===== src/rtl/fault_sup_pkg.sv =====
// constants shared by the backlight fault supervisor
package fault_sup_pkg;
  // register byte offsets on the apb side
  localparam logic [7:0] ADDR_STATUS = 8'h00;
  localparam logic [7:0] ADDR_CLEAR = 8'h04;
  localparam logic [7:0] ADDR_ENABLE = 8'h08;
  localparam logic [7:0] ADDR_STATE = 8'h0C;
  // flag bit positions in status, clear and enable
  localparam int FL_VIN_UV = 0;
  localparam int FL_VIN_OV = 1;
  localparam int FL_VDD_UV = 2;
  localparam int FL_VIN_OC = 3;
  localparam int FL_CP_FAULT = 4;
  localparam int FL_CP_MISSING = 5;
  localparam int FL_SYNC_INVALID = 6;
  localparam int FL_CFG_LOAD = 7;
  localparam int FL_BST_OV_LOW = 8;
  localparam int FL_BST_OV_HIGH = 9;
  localparam int FL_BST_OC = 10;
  localparam int FL_LED_STRAP = 11;
  localparam int FL_MODE_STRAP = 12;
  localparam int FL_FREQ_STRAP = 13;
  localparam int NUM_FLAGS = 14;
  // flags that may drive the interrupt at all
  localparam logic [13:0] IRQ_CAPABLE = 14'h06FF;
  localparam logic [13:0] ENABLE_RESET = 14'h3FFF;
  // state register fields
  localparam int ST_LSB = 0;
  localparam int EXT_SYNC_BIT = 2;
  localparam int FALLBACK_BIT = 3;
  localparam int CP_ON_BIT = 4;
  // timing
  localparam int CLK_PERIOD_NS = 10;
  localparam int RECOVERY_MS = 100;
  localparam int BST_OC_PERSIST_MS = 110;
  localparam int SYNC_MIN_KHZ = 75;
  localparam int NS_PER_MS = 1000000;
  localparam int RECOVERY_CYC = RECOVERY_MS * NS_PER_MS / CLK_PERIOD_NS;
  localparam int BST_OC_CYC = BST_OC_PERSIST_MS * NS_PER_MS / CLK_PERIOD_NS;
  // longest sync period, rounded down to whole cycles
  localparam int SYNC_TIMEOUT_CYC = (NS_PER_MS / SYNC_MIN_KHZ) / CLK_PERIOD_NS;
  localparam int SYNC_CNT_W = 11;
  // fallback configuration
  localparam logic [2:0] DEF_LED_CHANNELS = 3'h6;
  localparam logic [7:0] DEF_LED_CURRENT_MA = 8'hC8;
  localparam logic [6:0] DEF_BUS_ADDR = 7'h2A;
  localparam logic [11:0] DEF_BOOST_KHZ = 12'h190;
  localparam logic [11:0] DEF_DIM_HZ = 12'h131;
  typedef enum logic [1:0] {
    ST_INIT,
    ST_STANDBY,
    ST_RUN,
    ST_RECOVER
  } sup_state_type;
endpackage


===== src/rtl/fault_timer.sv =====
// persistence timer: counts while run is high, clears when it drops
`timescale 1ns/1ps
`default_nettype none
module fault_timer #(
  parameter int W = 24
) (
  // clock and reset
  input wire logic i_clk,
  input wire logic i_rstn,
  input wire logic i_ce,
  // control
  input wire logic i_run,
  input wire logic [W-1:0] i_limit,
  // status
  output logic o_done
);
  logic [W-1:0] count_q;
  logic [W-1:0] count_d;

  assign o_done = i_run && (count_q == i_limit);

  always_comb
  begin
    count_d = count_q;
    if (!i_run)
      count_d = '0;
    else if (count_q != i_limit)
      count_d = count_q + W'(1);
  end

  always_ff @(posedge i_clk or negedge i_rstn)
  begin
    if (!i_rstn)
      count_q <= '0;
    else if (i_ce)
      count_q <= count_d;
  end
endmodule
`default_nettype wire


===== src/rtl/backlight_fault_supervisor.sv =====
// fault supervisor for a backlight driver with boost controller
// What this block does
// RQ1: input undervoltage: flag, irq, recovery, wait clear
// RQ2: input overvoltage: flag, irq, recovery, wait clear
// RQ3: logic supply low: flag, irq, standby only
// RQ4: input overcurrent or pump fault: recover 100ms
// RQ5: pump parts missing: disable pump, report both
// RQ6: lost sync clock: flag, irq, internal frequency
// RQ7: after fallback spread spectrum follows sync level
// RQ8: config load error: flag, irq, keep running
// RQ9: boost low overvoltage: flag only, pause switching
// RQ10: boost high overvoltage: irq, recover, wait clear
// RQ11: feedback low 110ms: overcurrent flag, recover
// RQ12: bad led strap: flag, six channels 200mA
// RQ13: bad mode strap: flag, phase shift, 0x2A
// RQ14: bad frequency strap: flag, 400kHz, 305Hz
// RQ15: recovery holds switch, boost, drivers off 100ms, then restart
// RQ16: standby goes straight on when no fault
// RQ17: software clears flags; new faults set again
// RQ18: irq stays high while enabled irq-capable flag set
`timescale 1ns/1ps
`default_nettype none
module backlight_fault_supervisor #(
  parameter int TIMER_W = 24,
  parameter int RECOVERY_CYC = fault_sup_pkg::RECOVERY_CYC,
  parameter int BST_OC_CYC = fault_sup_pkg::BST_OC_CYC
) (
  // clock, reset, clock enable
  input wire logic i_clk,
  input wire logic i_resetn,
  input wire logic i_ce,
  // apb slave
  input wire logic i_psel,
  input wire logic i_penable,
  input wire logic i_pwrite,
  input wire logic [7:0] i_paddr,
  input wire logic [31:0] i_pwdata,
  output logic [31:0] o_prdata,
  output logic o_pready,
  output logic o_pslverr,
  // device control
  input wire logic i_init_done,
  input wire logic i_enable,
  input wire logic i_brightness_nonzero,
  // fault comparators
  input wire logic i_vin_undervoltage,
  input wire logic i_vin_overvoltage,
  input wire logic i_logic_supply_undervoltage,
  input wire logic i_vin_overcurrent,
  input wire logic i_charge_pump_abnormal,
  input wire logic i_charge_pump_missing,
  input wire logic i_config_load_error,
  input wire logic i_boost_overvoltage_low,
  input wire logic i_boost_overvoltage_high,
  input wire logic i_boost_feedback_input_low,
  input wire logic i_boost_sync_input,
  // straps, sampled once when init completes
  input wire logic i_led_config_strap_ok,
  input wire logic [2:0] i_led_config_channels,
  input wire logic [7:0] i_led_config_current_ma,
  input wire logic i_mode_strap_ok,
  input wire logic i_mode_phase_shift,
  input wire logic [6:0] i_mode_bus_address,
  input wire logic i_boost_frequency_strap_ok,
  input wire logic [11:0] i_boost_frequency_khz,
  input wire logic i_dimming_frequency_strap_ok,
  input wire logic [11:0] i_dimming_frequency_hz,
  // power stage control
  output logic o_led_enable,
  output logic o_boost_enable,
  output logic o_power_switch_enable,
  output logic o_charge_pump_enable,
  output logic o_use_external_sync,
  output logic o_spread_spectrum,
  // chosen configuration
  output logic [2:0] o_led_channels,
  output logic [7:0] o_led_current_ma,
  output logic o_phase_shift_mode,
  output logic [6:0] o_bus_address,
  output logic [11:0] o_boost_freq_khz,
  output logic [11:0] o_dimming_freq_hz,
  // interrupt
  output logic o_fault_irq
);
  localparam int NF = fault_sup_pkg::NUM_FLAGS;
  localparam logic [fault_sup_pkg::SYNC_CNT_W-1:0] SYNC_LIMIT =
    fault_sup_pkg::SYNC_CNT_W'(fault_sup_pkg::SYNC_TIMEOUT_CYC);

  // reset release through two flops
  logic rst_meta_q;
  logic rstn;

  always_ff @(posedge i_clk or negedge i_resetn)
  begin
    if (!i_resetn)
    begin
      rst_meta_q <= 1'b0;
      rstn <= 1'b0;
    end
    else
    begin
      rst_meta_q <= 1'b1;
      rstn <= rst_meta_q;
    end
  end

  // state
  fault_sup_pkg::sup_state_type state_q;
  fault_sup_pkg::sup_state_type state_d;
  logic [NF-1:0] status_q;
  logic [NF-1:0] status_d;
  logic [NF-1:0] enable_q;
  logic [NF-1:0] enable_d;
  logic [31:0] prdata_q;
  logic [31:0] prdata_d;
  logic cp_on_q;
  logic cp_on_d;
  logic sync_prev_q;
  logic sync_seen_q;
  logic sync_seen_d;
  logic [fault_sup_pkg::SYNC_CNT_W-1:0] sync_cnt_q;
  logic [fault_sup_pkg::SYNC_CNT_W-1:0] sync_cnt_d;
  logic ext_sync_q;
  logic ext_sync_d;
  logic fallback_q;
  logic fallback_d;
  logic [2:0] led_ch_q;
  logic [2:0] led_ch_d;
  logic [7:0] led_ma_q;
  logic [7:0] led_ma_d;
  logic phase_q;
  logic phase_d;
  logic [6:0] addr_q;
  logic [6:0] addr_d;
  logic [11:0] bst_khz_q;
  logic [11:0] bst_khz_d;
  logic [11:0] dim_hz_q;
  logic [11:0] dim_hz_d;

  logic recover_done;
  logic bst_oc_expired;
  logic sync_edge;
  logic sync_alive;
  logic sync_lost;
  logic recover_fault;
  logic standby_hold;
  logic init_step;
  logic wr_access;
  logic rd_setup;
  logic addr_ok;
  logic [NF-1:0] clear_mask;
  logic [NF-1:0] events;

  // restart delay counted from entry into the recovery state
  fault_timer #(.W(TIMER_W)) u_recover_timer (
    .i_clk(i_clk),
    .i_rstn(rstn),
    .i_ce(i_ce),
    .i_run(state_q == fault_sup_pkg::ST_RECOVER),
    .i_limit(TIMER_W'(RECOVERY_CYC - 1)),
    .o_done(recover_done)
  );

  // feedback under-voltage must persist before it counts
  fault_timer #(.W(TIMER_W)) u_bst_oc_timer (
    .i_clk(i_clk),
    .i_rstn(rstn),
    .i_ce(i_ce),
    .i_run((state_q == fault_sup_pkg::ST_RUN) &&
           i_boost_feedback_input_low),
    .i_limit(TIMER_W'(BST_OC_CYC - 1)),
    .o_done(bst_oc_expired) // RQ11
  );

  function automatic logic is_mapped(input logic [7:0] a);
    is_mapped = (a == fault_sup_pkg::ADDR_STATUS) ||
                (a == fault_sup_pkg::ADDR_CLEAR) ||
                (a == fault_sup_pkg::ADDR_ENABLE) ||
                (a == fault_sup_pkg::ADDR_STATE);
  endfunction

  // apb decode; zero wait states
  assign addr_ok = is_mapped(i_paddr);
  assign wr_access = i_psel && i_penable && i_pwrite && addr_ok;
  assign rd_setup = i_psel && !i_penable && !i_pwrite;
  assign o_pready = 1'b1;
  assign o_pslverr = i_psel && i_penable && !addr_ok;
  assign o_prdata = prdata_q;
  assign init_step = (state_q == fault_sup_pkg::ST_INIT) && i_init_done;

  // sync clock monitor
  assign sync_edge = i_boost_sync_input && !sync_prev_q;
  assign sync_alive = sync_seen_q && (sync_cnt_q != SYNC_LIMIT);
  assign sync_lost = ext_sync_q && !sync_alive; // RQ6

  // faults that force the recovery state
  assign recover_fault = i_vin_undervoltage || // RQ1
                         i_vin_overvoltage || // RQ2
                         i_vin_overcurrent || // RQ4
                         i_charge_pump_abnormal || // RQ4
                         i_boost_overvoltage_high || // RQ10
                         bst_oc_expired; // RQ11

  // levels that block any restart while present
  assign standby_hold = i_vin_undervoltage || // RQ1
                        i_vin_overvoltage || // RQ2
                        i_logic_supply_undervoltage || // RQ3
                        i_boost_overvoltage_high; // RQ10

  always_comb
  begin
    events = '0;
    events[fault_sup_pkg::FL_VIN_UV] = i_vin_undervoltage; // RQ1
    events[fault_sup_pkg::FL_VIN_OV] = i_vin_overvoltage; // RQ2
    events[fault_sup_pkg::FL_VDD_UV] = i_logic_supply_undervoltage; // RQ3
    events[fault_sup_pkg::FL_VIN_OC] = i_vin_overcurrent; // RQ4
    // a missing part is also reported as a pump fault
    events[fault_sup_pkg::FL_CP_FAULT] = i_charge_pump_abnormal ||
                                         i_charge_pump_missing; // RQ5
    events[fault_sup_pkg::FL_CP_MISSING] = i_charge_pump_missing; // RQ5
    events[fault_sup_pkg::FL_SYNC_INVALID] = sync_lost; // RQ6
    events[fault_sup_pkg::FL_CFG_LOAD] = i_config_load_error; // RQ8
    events[fault_sup_pkg::FL_BST_OV_LOW] = i_boost_overvoltage_low; // RQ9
    events[fault_sup_pkg::FL_BST_OV_HIGH] = i_boost_overvoltage_high;
    events[fault_sup_pkg::FL_BST_OC] = bst_oc_expired; // RQ11
    // straps are judged once, when init completes
    events[fault_sup_pkg::FL_LED_STRAP] =
      init_step && !i_led_config_strap_ok; // RQ12
    events[fault_sup_pkg::FL_MODE_STRAP] =
      init_step && !i_mode_strap_ok; // RQ13
    events[fault_sup_pkg::FL_FREQ_STRAP] = init_step &&
      !(i_boost_frequency_strap_ok && i_dimming_frequency_strap_ok);
  end

  // status, clear and enable registers
  always_comb
  begin
    clear_mask = '0;
    enable_d = enable_q;
    if (wr_access && (i_paddr == fault_sup_pkg::ADDR_CLEAR))
      clear_mask = i_pwdata[NF-1:0]; // RQ17
    if (wr_access && (i_paddr == fault_sup_pkg::ADDR_ENABLE))
      enable_d = i_pwdata[NF-1:0];
    // a new event in the clearing cycle still sets its flag
    status_d = (status_q & ~clear_mask) | events; // RQ17
    prdata_d = prdata_q;
    if (rd_setup)
    begin
      prdata_d = '0;
      case (i_paddr)
        fault_sup_pkg::ADDR_STATUS: prdata_d[NF-1:0] = status_q;
        fault_sup_pkg::ADDR_ENABLE: prdata_d[NF-1:0] = enable_q;
        fault_sup_pkg::ADDR_STATE:
        begin
          prdata_d[fault_sup_pkg::ST_LSB +: 2] = state_q;
          prdata_d[fault_sup_pkg::EXT_SYNC_BIT] = ext_sync_q;
          prdata_d[fault_sup_pkg::FALLBACK_BIT] = fallback_q;
          prdata_d[fault_sup_pkg::CP_ON_BIT] = cp_on_q;
        end
        default: prdata_d = '0;
      endcase
    end
  end

  // level interrupt; strap and low-ovp flags never reach it
  assign o_fault_irq =
    |(status_q & enable_q & fault_sup_pkg::IRQ_CAPABLE); // RQ18

  always_ff @(posedge i_clk or negedge rstn)
  begin
    if (!rstn)
    begin
      status_q <= '0;
      enable_q <= fault_sup_pkg::ENABLE_RESET;
      prdata_q <= '0;
    end
    else if (i_ce)
    begin
      status_q <= status_d;
      enable_q <= enable_d;
      prdata_q <= prdata_d;
    end
  end

  // supervisor state machine
  always_comb
  begin
    state_d = state_q;
    case (state_q)
      fault_sup_pkg::ST_INIT:
        if (i_init_done)
          state_d = fault_sup_pkg::ST_STANDBY;
      fault_sup_pkg::ST_STANDBY:
        if (recover_fault)
          state_d = fault_sup_pkg::ST_RECOVER;
        else if (!standby_hold && i_enable &&
                 i_brightness_nonzero)
          state_d = fault_sup_pkg::ST_RUN; // RQ16
      fault_sup_pkg::ST_RUN:
        if (recover_fault)
          state_d = fault_sup_pkg::ST_RECOVER; // RQ4
        else if (i_logic_supply_undervoltage || !i_enable)
          state_d = fault_sup_pkg::ST_STANDBY; // RQ3
      fault_sup_pkg::ST_RECOVER:
        // the delay runs out first, then held-off levels must clear
        if (recover_done && !standby_hold)
          state_d = fault_sup_pkg::ST_STANDBY; // RQ15
      default: state_d = fault_sup_pkg::ST_INIT;
    endcase
  end

  always_ff @(posedge i_clk or negedge rstn)
  begin
    if (!rstn)
      state_q <= fault_sup_pkg::ST_INIT;
    else if (i_ce)
      state_q <= state_d;
  end

  // drivers, boost and line switch only run in the run state
  assign o_power_switch_enable =
    (state_q == fault_sup_pkg::ST_RUN); // RQ15
  assign o_boost_enable = (state_q == fault_sup_pkg::ST_RUN) &&
    !i_boost_overvoltage_low; // RQ9
  assign o_led_enable = (state_q == fault_sup_pkg::ST_RUN) &&
    i_brightness_nonzero; // RQ15
  assign o_charge_pump_enable = cp_on_q;

  // sync monitor and fallback
  always_comb
  begin
    sync_seen_d = sync_seen_q;
    sync_cnt_d = sync_cnt_q;
    ext_sync_d = ext_sync_q;
    fallback_d = fallback_q;
    if (sync_edge)
    begin
      sync_seen_d = 1'b1;
      sync_cnt_d = '0;
    end
    else if (sync_cnt_q != SYNC_LIMIT)
      sync_cnt_d = sync_cnt_q + 1'b1;
    // external sync only adopted if alive at enable time
    if (state_q == fault_sup_pkg::ST_STANDBY && state_d ==
        fault_sup_pkg::ST_RUN && sync_alive && !fallback_q)
      ext_sync_d = 1'b1;
    if (sync_lost)
    begin
      ext_sync_d = 1'b0; // RQ6
      fallback_d = 1'b1; // RQ7
    end
    if (!i_enable)
    begin
      ext_sync_d = 1'b0;
      fallback_d = 1'b0;
    end
  end

  assign o_use_external_sync = ext_sync_q;
  // no sync means the held level picks spread spectrum
  assign o_spread_spectrum = fallback_q && i_boost_sync_input; // RQ7

  // pump stays off once parts are found missing
  assign cp_on_d = cp_on_q && !i_charge_pump_missing; // RQ5

  always_ff @(posedge i_clk or negedge rstn)
  begin
    if (!rstn)
    begin
      sync_prev_q <= 1'b0;
      sync_seen_q <= 1'b0;
      sync_cnt_q <= '0;
      ext_sync_q <= 1'b0;
      fallback_q <= 1'b0;
      cp_on_q <= 1'b1;
    end
    else if (i_ce)
    begin
      sync_prev_q <= i_boost_sync_input;
      sync_seen_q <= sync_seen_d;
      sync_cnt_q <= sync_cnt_d;
      ext_sync_q <= ext_sync_d;
      fallback_q <= fallback_d;
      cp_on_q <= cp_on_d;
    end
  end

  // strap capture with defaults for bad straps
  always_comb
  begin
    led_ch_d = led_ch_q;
    led_ma_d = led_ma_q;
    phase_d = phase_q;
    addr_d = addr_q;
    bst_khz_d = bst_khz_q;
    dim_hz_d = dim_hz_q;
    if (init_step)
    begin
      led_ch_d = i_led_config_strap_ok ? i_led_config_channels :
                 fault_sup_pkg::DEF_LED_CHANNELS; // RQ12
      led_ma_d = i_led_config_strap_ok ? i_led_config_current_ma :
                 fault_sup_pkg::DEF_LED_CURRENT_MA; // RQ12
      phase_d = i_mode_strap_ok ? i_mode_phase_shift : 1'b1; // RQ13
      addr_d = i_mode_strap_ok ? i_mode_bus_address :
               fault_sup_pkg::DEF_BUS_ADDR; // RQ13
      bst_khz_d = i_boost_frequency_strap_ok ? i_boost_frequency_khz :
                  fault_sup_pkg::DEF_BOOST_KHZ; // RQ14
      dim_hz_d = i_dimming_frequency_strap_ok ? i_dimming_frequency_hz :
                 fault_sup_pkg::DEF_DIM_HZ; // RQ14
    end
  end

  always_ff @(posedge i_clk or negedge rstn)
  begin
    if (!rstn)
    begin
      led_ch_q <= fault_sup_pkg::DEF_LED_CHANNELS;
      led_ma_q <= fault_sup_pkg::DEF_LED_CURRENT_MA;
      phase_q <= 1'b1;
      addr_q <= fault_sup_pkg::DEF_BUS_ADDR;
      bst_khz_q <= fault_sup_pkg::DEF_BOOST_KHZ;
      dim_hz_q <= fault_sup_pkg::DEF_DIM_HZ;
    end
    else if (i_ce)
    begin
      led_ch_q <= led_ch_d;
      led_ma_q <= led_ma_d;
      phase_q <= phase_d;
      addr_q <= addr_d;
      bst_khz_q <= bst_khz_d;
      dim_hz_q <= dim_hz_d;
    end
  end

  assign o_led_channels = led_ch_q;
  assign o_led_current_ma = led_ma_q;
  assign o_phase_shift_mode = phase_q;
  assign o_bus_address = addr_q;
  assign o_boost_freq_khz = bst_khz_q;
  assign o_dimming_freq_hz = dim_hz_q;
endmodule
`default_nettype wire


===== config.mk =====
export PLATFORM = sky130hd
export DESIGN_NAME = backlight_fault_supervisor
export DESIGN_NICKNAME = d
export VERILOG_FILES = /design/src/rtl/fault_sup_pkg.sv /design/src/rtl/fault_timer.sv /design/src/rtl/backlight_fault_supervisor.sv
export SDC_FILE = /design/constraint.sdc
export NUM_CORES = 1
export LEC_CHECK = 0
export BUFFER_PORTS_ARGS = -buffer_cell sky130_fd_sc_hd__buf_2
export CAP_MARGIN = 20
export CORE_AREA = 2 2 104 146
export CTS_CLUSTER_DIAMETER = 50
export DETAILED_ROUTE_END_ITERATION = 7
export DIE_AREA = 0 0 106 148
export GPL_ROUTABILITY_DRIVEN = 1
export GPL_TIMING_DRIVEN = 0
export PLACE_DENSITY = 0.78
export SYNTH_ARGS = -nofsm -noshare
export SYNTH_HDL_FRONTEND = slang
export SYNTH_SLANG_ARGS = --single-unit

===== constraint.sdc =====
create_clock -name i_clk -period 6.4 [get_ports i_clk]
set_clock_uncertainty 0.2 [all_clocks]
set_input_delay 1.28 -clock i_clk [delete_from_list [all_inputs] [get_ports i_clk]]
set_output_delay 1.28 -clock i_clk [all_outputs]
set_load 0.05 [all_outputs]

==> results.json, run 1 <==
{
  "antenna_found_initial": 1,
  "numCtsBuffers": 17,
  "synth-edff-count": 0,
  "gp_congestion": 0.859,
  "p_seq_frac": 0.459,
  "synth-seq-cells": 153,
  "netlist.area_leader.share": 0.409,
  "startpoint": "i_paddr[5]",
  "rsz0062_at_grt": "false",
  "pwr-share-clk": 0.433,
  "die_h_um": 148,
  "final_cells": 1158,
  "timing.final.max_slew_violations": 0,
  "wl_um": 19400,
  "grt_pass1_wl_um": 31500,
  "holdWs_ns": 0.128,
  "ys_types": 61,
  "port_buffers": 149,
  "fill_cells": 1188,
  "fin_crit_sh": 0.597,
  "synthFlopType": "dfrtp_1",
  "synthArstFlopShare": 1.00,
  "ys_seq_area_frac": 0.518,
  "postCtsHoldBufs": 0,
  "fmax_ghz": 0.262,
  "power.density_nw_per_um2": 249,
  "num_rows": 52,
  "dr.first_iter.drc_count": 289,
  "cts_buffer_depth": 2,
  "syn-instance-count": 767,
  "final_util": 0.637,
  "cts_resized": 0,
  "netlist_top_cells_count": "124 x nand2_1, 122 x dfrtp_1, 69 x o21ai_0",
  "areaGrowthSynthToFinish_pct": 22.7,
  "drive_gt1_frac": 0.300,
  "cts.sink_count": 153,
  "grt-ovfl-total": 0,
  "maxCapViolCount": 0,
  "relSlewSlack": 0.298,
  "synth_area_leaders": "dfrtp_1 41%, dfstp_2 11%, nand2_1 6.2%, o21ai_0 4.6%, mux2_2 3.0%",
  "finalSetupViolations": 0,
  "finalCriticalPeriod_ns": 3.82,
  "p_comb_frac": 0.108,
  "drc_errors": 0,
  "grtUsageTotal": 0.254,
  "crit_path_end_kind": "output pin",
  "yosysTopAreaCell": "dfrtp_1",
  "dieArea_um2": 15700,
  "ys_warn_count": 0,
  "hold_violations": 0,
  "final_antenna_net_count": 0,
  "avgSynthCellArea_um2": 9.73,
  "drt_pass1_iterations": 5,
  "cts_tree": "done",
  "vias": 6526,
  "start_util": 0.519,
  "via_per_inst": 5.64,
  "hold_class": "reg -> async",
  "critical_path_required_ns": 4.92,
  "critPathKind": "in -> out",
  "switching_share": 0.278,
  "synth_most_common_cell": "nand2_1",
  "timing.rr.start": "u_bst_oc_timer.count_q[0]",
  "status": "completed",
  "post_cts_buffers": 0,
  "syn_area_um2": 7470,
  "grt_start_max_net_pins": 60,
  "wire_per_inst_um": 16.7,
  "ctsHtreeMaxLevel": 4,
  "die_x_um": 106,
  "cp.arrival_ns": 2.34,
  "core_um2": 14400,
  "internal_power_uw": 1650,
  "final_nets": 1066,
  "worst_slew_pin_slew_ns": 1.05,
  "peakVddDrop_uv": 180,
  "cts.clk_slew.worst_paths_ns": 0.06,
  "p_sw_uw": 635,
  "dp_cells": 1125,
  "worstSkewPairLatency_ns": 0.43,
  "grt_pass1_vias": 6470,
  "cts_root_buf": "clkbuf_16",
  "cp_max_fo": 4,
  "dp_hpwl_um": 14100,
  "ios": 191,
  "p_leak_uw": 0.00425,
  "startpoint_type": "input port"
}
-- power groups by stage --
stage	Sequential, uW	Combinational [uW]	Clock [uW]
floorplan	1100	121	0
global placement	1070	224	0
detailed placement	1060	245	0
CTS	1050	248	999
global route	1050	271	1050
finish	1050	247	987
-- final timing paths --
kind                                              to  slack (ns)  cells after the start
min reg2reg                u_bst_oc_timer.count_q[1]        0.13                      0
max reg2reg                u_bst_oc_timer.count_q[4]        3.66                      8
min in group i_clk                              rstn        0.15                      0
max                                        o_pslverr        2.58                      5
max in group asynchronous                enable_q[2]        5.14                      1
min                        u_bst_oc_timer.count_q[1]        0.13                      0
-- state kept, by name, indices dropped and copies added, names as in the netlist --
register / flops
o_use_external_sync: 1
fallback_q: 1
status_q: 14
o_led_current_ma: 8
rst_meta_q: 1
o_boost_freq_khz: 12
o_charge_pump_enable: 1
sync_prev_q: 1
o_led_channels: 3
u_recover_timer.count_q: 24
u_bst_oc_timer.count_q: 24
sync_seen_q: 1
o_bus_address: 7
rstn: 1
o_prdata: 14
o_dimming_freq_hz: 12
sync_cnt_q: 11
enable_q: 14
state_q: 2
o_phase_shift_mode: 1
-- cell type report --
class | instances | area (um2) | share of cell area
antenna | 1 | 2.50 | 0.000273
buffer | 55 | 324 | 0.0354
clock buffer | 19 | 443 | 0.0484
clock inverter | 13 | 138 | 0.0150
inverter | 9 | 33.8 | 0.00369
multi-input combinational | 568 | 3310 | 0.361
sequential | 153 | 3870 | 0.423
tap | 189 | 236 | 0.0258
timing repair buffer | 151 | 801 | 0.0874
-- cell usage in the layout, fill, tap and decap left out, types with 8 or more instances in the layout --
cell / Yosys / layout
dfrtp_1: 122 / 121
clkbuf_16: 0 / 17
buf_4: 23 / 23
xnor2_1: 10 / 10
o31ai_1: 9 / 9
mux2_2: 20 / 20
a22o_1: 21 / 21
o21ai_0: 69 / 69
inv_1: 8 / 8
nor4_1: 8 / 8
or3_1: 9 / 9
nand2_1: 124 / 124
xor2_1: 11 / 11
or4_1: 10 / 10
nor2_1: 55 / 55
nand3_1: 16 / 16
conb_1: 2 / 20
clkbuf_1: 26 / 27
a21oi_1: 24 / 24
buf_2: 0 / 149
dfstp_2: 31 / 31
a221oi_1: 10 / 10
nor2b_1: 21 / 21
o211ai_1: 9 / 9
and3_1: 14 / 14
nand4_1: 23 / 23
nor3_1: 12 / 12
-- critical path, cell delays in order --
cell and delay, ns:
buf_2 0.11, nor4_1 0.33, nand2_1 0.20, and3_1 0.22, buf_2 0.21
-- metal layers --
metal,up-vias,wire (um),GRT usage
met3,46,966,0.0578
met5,-,0,0
met2,223,10200,0.443
li1,3069,-,-
met4,0,501,0.103
met1,3188,7680,0.301
-- cell families after synthesis --
kind of cell	Yosys count	synth area share
AND/OR/NAND/NOR	331	0.222
AO/OA/AOI/OAI	171	0.148
flip-flops	153	0.518
buffers and inverters	64	0.0479
XOR/XNOR	21	0.0246
multiplexers	21	0.0315
adder cells (fa/ha/maj)	4	0.00670
other	2	0.00101
-- through the flow --
stage / setup TNS (ns) / cell area (um2) / setup slack, ns / power (uW)
after floorplan: 0 / 7530 / 1.68 / 1220
after global placement: -3.37 / 8520 / -0.0381 / 1300
after detailed placement: 0 / 8570 / 2.53 / 1310
after CTS: 0 / 9160 / 2.59 / 2290
after global routing: 0 / 9160 / 2.47 / 2370
final: 0 / 9160 / 2.58 / 2280
Note: power is estimated with default switching activity, not from simulation.
==> run 2: changes to the inputs <==
clock period = 3.8 ns   (was 6.4 ns; I/O delays follow)
==> run 2 against run 1 <==
Clock-buffer cell count down 1. Sequential share of layout area is 0.052 points higher. Register-to-register slack worse by 2.6 ns. Critical endpoint is now enable_q[5].
==> results.json, run 2 (synthesis results as in run 1) <==
{
  "status": "completed",
  "drive_gt1_frac": 0.300,
  "cts_resized": 0,
  "wl_met2_um": 9790,
  "largest_registers": "u_bst_oc_timer.count_q: 24 flops, u_recover_timer.count_q: 24 flops",
  "vias": 6480,
  "timing.final.max_slew_violations": 0,
  "via_per_inst": 5.60,
  "fill_cells": 1194,
  "startpoint_type": "input port",
  "core_um2": 14400,
  "grt-ovfl-total": 0,
  "drc_errors": 0,
  "cp_max_fo": 10,
  "wl_met1_um": 7560,
  "tns_ns": 0,
  "die_x_um": 106,
  "finalCriticalPeriod_ns": 3.01,
  "cts_tree": "done",
  "relSlewSlack": 0.285,
  "cts.clk_slew.worst_paths_ns": 0.07,
  "setup_slack_ns": 0.789,
  "grtUsageTotal": 0.247,
  "reg2reg_slack_ns": 1.08,
  "cp.arrival_ns": 3.17,
  "antenna_found_initial": 1,
  "port_buffers": 149,
  "wl_um": 18800,
  "maxCapViolCount": 0,
  "r2r_cells": 8,
  "numCtsBuffers": 17,
  "mostFrequentLayoutCell": "buf_2",
  "dr_wl_met3_um": 855,
  "postCtsHoldBufs": 1,
  "final_nets": 1067,
  "peakVddDrop_uv": 259,
  "post_cts_buffers": 0,
  "holdWs_ns": 0.0348,
  "timing.rr.start": "u_bst_oc_timer.count_q[0]",
  "top_layer": "met5",
  "hold_class": "reg -> async",
  "drt_pass1_iterations": 5,
  "gp_congestion": 0.840,
  "ctsHtreeMaxLevel": 4,
  "worst_slew_pin_slew_ns": 1.06,
  "layout_common_cells": "149 x buf_2, 124 x nand2_1, 121 x dfrtp_1",
  "cts_buffer_depth": 2,
  "rr_endpoint": "u_bst_oc_timer.count_q[3]",
  "crit_end": "enable_q[5]",
  "ios": 191,
  "total_power_uw": 3800,
  "wire_per_inst_um": 16.2,
  "num_rows": 52,
  "final_antenna_net_count": 0,
  "dp_slack_ns": 0.387,
  "final_cells": 1158,
  "areaGrowthSynthToFinish_pct": 22.5,
  "die_h_um": 148,
  "dp_cells": 1125,
  "start_util": 0.519,
  "antenna_cells": 0,
  "grt_pass1_vias": 6360,
  "p_leak_uw": 0.00427,
  "fmax_ghz": 0.332,
  "critical_path_required_ns": 3.96,
  "worstSkewPairLatency_ns": 0.43,
  "startpoint": "i_paddr[5]",
  "finalSetupViolations": 0,
  "grt_pass1_wl_um": 30800,
  "dp_hpwl_um": 13800,
  "hold_violations": 0,
  "grt_start_max_net_pins": 69,
  "fin_crit_sh": 0.792,
  "dieArea_um2": 15700,
  "dr.first_iter.drc_count": 283,
  "crit_path_end_kind": "flop",
  "rsz0062_at_grt": "false",
  "power.density_nw_per_um2": 415,
  "cts.sink_count": 153,
  "critPathKind": "in -> reg",
  "cts_root_buf": "clkbuf_16"
}
[run 2: changes by cell type in the layout (fill, tap and decap cells not counted), sizes merged]
cell	delta
clkinv	+1
bufinv	-1
dlygate4sd3	+1
clkbuf	-1
inv	+5
clkinvlp	-4
diode	-1
[run 2: layout make-up]
class	count	area (um2)	share of cell area
clock buffers	18	439	0.0480
clock inverters	14	123	0.0134
well taps	189	236	0.0259
repair buffers	152	811	0.0886
inverters	9	33.8	0.00369
flip-flops and latches	153	3870	0.423
multi-input cells	568	3310	0.362
plain buffers	55	324	0.0354
[run 2: metrics by stage]
stage | cell area (um2) | util
final | 9150 | 0.636
after CTS | 9150 | 0.636
after detailed placement | 8570 | 0.596
after global placement | 8520 | 0.592
after global routing | 9150 | 0.636
after floorplan | 7530 | -
[run 2: critical path, cell delays in order]
cell and delay [ns]:
buf_2 0.09, nor4_1 0.40, nand2_1 0.21, nor3b_2 0.59, and2_0 0.20, clkbuf_1 0.29
buf_4 0.27, mux2_2 0.35
[run 2: worst min-delay path by stage]
stage	to	slack, ns	depth (start not counted)
CTS	u_bst_oc_timer.count_q[8]	0.05	0
detailed placement	u_bst_oc_timer.count_q[1]	0.04	0
global placement	rstn	0.14	0
finish	u_bst_oc_timer.count_q[8]	0.03	0
floorplan	rstn	0.13	0
global route	u_bst_oc_timer.count_q[8]	0.06	0
[run 2: power breakdown]
part	internal (uW)	switching, uW	total (uW)
logic	142	277	419
clock network	879	740	1620
registers	1690	62.3	1760
total	2720	1080	3800
[run 2: layer usage]
| layer | vias up | GRT usage |
|---|---|---|
| met1 | 3156 | 0.300 |
| met4 | 2 | 0.115 |
| met3 | 43 | 0.0467 |
| met5 | - | 0 |
| li1 | 3080 | - |
| met2 | 199 | 0.425 |
==> run 3: changes to the inputs <==
ABC_AREA = 1   (was unset)
CORE_AREA = 2 2 111 156   (was 2 2 104 146)
DIE_AREA = 0 0 113 158   (was 0 0 106 148)
PLACE_DENSITY = 0.76   (was 0.78)
clock period = 2.5 ns   (was 3.8 ns; I/O delays follow)
==> run 3 against run 2 <==
The run now ends with DRC left. Core utilization is 5.0 points lower. Register-to-register slack worse by 0.90 ns. Worst hold slack worse by 0.032 ns. Combinational power grew to 7.2 times the previous value. Non-clock buffer count is 2 lower. Final cell count is 23% higher. Clock-buffer cell count is 5 higher. Setup slack worse by 0.74 ns. Via count is 17% higher. Critical path type is now reg -> out. Largest power group unchanged.
==> results.json, run 3 <==
{
  "wl_um": 22100,
  "startpoint": "status_q[10]",
  "relSlewSlack": 0.577,
  "antenna_cells": 0,
  "drt_pass1_iterations": 7,
  "critical_path_required_ns": 1.80,
  "status": "finished, violations left",
  "netlist.area_leader.share": 0.384,
  "crit_slowest_cell": "dfrtp_1",
  "reg2reg_slack_ns": 0.18,
  "synth-seq-cells": 153,
  "worst-path-buf-inv": 1,
  "ys_types": 45,
  "r2r_cells": 10,
  "power.density_nw_per_um2": 911,
  "synth-edff-count": 0,
  "internal_power_uw": 5130,
  "die_h_um": 158,
  "path_delay_family": "compound AO/OA/AOI/OAI gates",
  "start_util": 0.481,
  "fin_crit_sh": 0.981,
  "dieArea_um2": 17900,
  "ys_seq_area_frac": 0.486,
  "die_x_um": 113,
  "finalCriticalPeriod_ns": 2.45,
  "syn_area_um2": 7960,
  "cts_root_buf": "clkbuf_16",
  "worst_slew_pin_slew_ns": 0.629,
  "startpoint_type": "flop",
  "cts.sink_count": 153,
  "final_nets": 1325,
  "crit_path_end_kind": "output pin",
  "drc_errors": 10,
  "final_antenna_net_count": 0,
  "antenna_found_initial": 0,
  "synthFlopType": "dfrtp_1",
  "pwr-share-clk": 0.284,
  "core_um2": 16500,
  "ios": 191,
  "wire_per_inst_um": 15.4,
  "tns_ns": 0,
  "setup_slack_ns": 0.0484,
  "maxCapViolCount": 0,
  "port_buffers": 150,
  "mostFrequentLayoutCell": "nand2_1",
  "p_seq_frac": 0.376,
  "dr.first_iter.drc_count": 558,
  "timing.final.max_slew_violations": 0,
  "ys_warn_count": 0,
  "vias": 7613,
  "areaGrowthSynthToFinish_pct": 21.7,
  "cpPeakStageDelay_ns": 0.41,
  "finalSetupViolations": 0,
  "peakVddDrop_uv": 679,
  "yosysTopAreaCell": "dfrtp_1",
  "p_leak_uw": 0.00466,
  "rr_endpoint": "u_recover_timer.count_q[1]",
  "cp_max_fo": 3,
  "dpl_cell_area_um2": 9090,
  "num_rows": 56,
  "post_cts_buffers": 0,
  "p_comb_frac": 0.341,
  "synthArstFlopShare": 1.00,
  "cts.clk_slew.worst_paths_ns": 0.06,
  "switching_share": 0.419,
  "drive_gt1_frac": 0.221,
  "ctsHtreeMaxLevel": 4,
  "grt_start_max_net_pins": 73,
  "avgSynthCellArea_um2": 7.77,
  "netlist_top_cells_count": "279 x nand2_1, 122 x dfrtp_1, 106 x inv_1",
  "hold_violations": 0,
  "holdWs_ns": 0.00232,
  "numCtsBuffers": 17,
  "via_per_inst": 5.32,
  "final_util": 0.586,
  "synth_area_leaders": "dfrtp_1 38%, nand2_1 13%, dfstp_2 10%, o21ai_0 5.7%, nand3_1 5.0%",
  "cts_tree": "done",
  "timing.rr.start": "u_recover_timer.count_q[0]",
  "crit_end": "o_fault_irq",
  "syn-instance-count": 1024,
  "worstSkewPairLatency_ns": 0.43,
  "grt-ovfl-total": 0,
  "grt_pass1_vias": 7541,
  "cp.arrival_ns": 1.75,
  "dp_hpwl_um": 16400,
  "layout_common_cells": "279 x nand2_1, 159 x buf_2, 119 x dfrtp_1",
  "cts_buffer_depth": 2,
  "largest_registers": "u_bst_oc_timer.count_q: 24 flops, u_recover_timer.count_q: 24 flops",
  "critPathKind": "reg -> out",
  "grtUsageTotal": 0.252,
  "violations": "DRC",
  "fmax_ghz": 0.408,
  "gp_congestion": 0.957,
  "dp_slack_ns": -0.189,
  "worst-path-stages": 4,
  "synth_most_common_cell": "nand2_1",
  "grt_pass1_wl_um": 35800,
  "hold_class": "reg -> async",
  "design_area_um2": 9690,
  "crit_chain": "a22o_1 -> a221oi_1 -> nand4_1 -> clkbuf_4",
  "p_sw_uw": 3700
}
run 3: worst min path at each step:
stage                        start                    endpoint  cells past startpoint
after detailed placement      rstn  u_bst_oc_timer.count_q[15]                      0
after CTS                     rstn  u_bst_oc_timer.count_q[19]                      0
after global routing          rstn  u_bst_oc_timer.count_q[19]                      0
final                         rstn  u_bst_oc_timer.count_q[19]                      0
after global placement    i_resetn                  rst_meta_q                      1
after floorplan           i_resetn                  rst_meta_q                      0
run 3: per-stage QoR:
step / power, uW / std cells
finish: 8830 / 1430
global route: 9240 / 1430
CTS: 8860 / 1430
detailed placement: 6350 / 1397
global placement: 6300 / 1395
floorplan: 5560 / 1042
run 3: repair_timing:
action,in CTS,in global routing
hold buffers,1,0
endpoints found under the hold margin,2,0
setup endpoints to repair,21,20
resized for setup,2,4
pin swaps,0,0
run 3: final cells by class:
class,count,area (um2)
fillers,1566,6850
repair buffers,153,821
multi-input cells,726,3440
clock buffers,23,510
inverters,111,419
well taps,203,254
plain buffers,52,310
flip-flops and latches,153,3870
clock inverters,9,62.6
run 3: per-layer routing:
metal,GRT usage,vias to the layer above,wire [um]
li1,-,3691,-
met1,0.290,3580,8730
met2,0.452,287,11300
met3,0.0517,55,1250
met4,0.111,0,758
met5,0,-,0
run 3: cells by family after synthesis:
| logic type | Yosys count | share of synthesized area |
|---|---|---|
| AOI/OAI and AO/OA | 170 | 0.113 |
| xor gates and xnor gates | 15 | 0.0165 |
| buffers and inverters | 163 | 0.0917 |
| and+or+nand+nor | 517 | 0.286 |
| adders and majority gates | 4 | 0.00629 |
| DFF | 153 | 0.486 |
| other | 2 | 0.000944 |
run 3: power by group through the flow:
stage	Combinational, uW	Clock [uW]	Sequential, uW
after floorplan	829	0	4740
after global placement	2930	0	3370
after detailed placement	3020	0	3330
after CTS	3020	2530	3310
after global routing	3210	2650	3380
final	3010	2500	3320
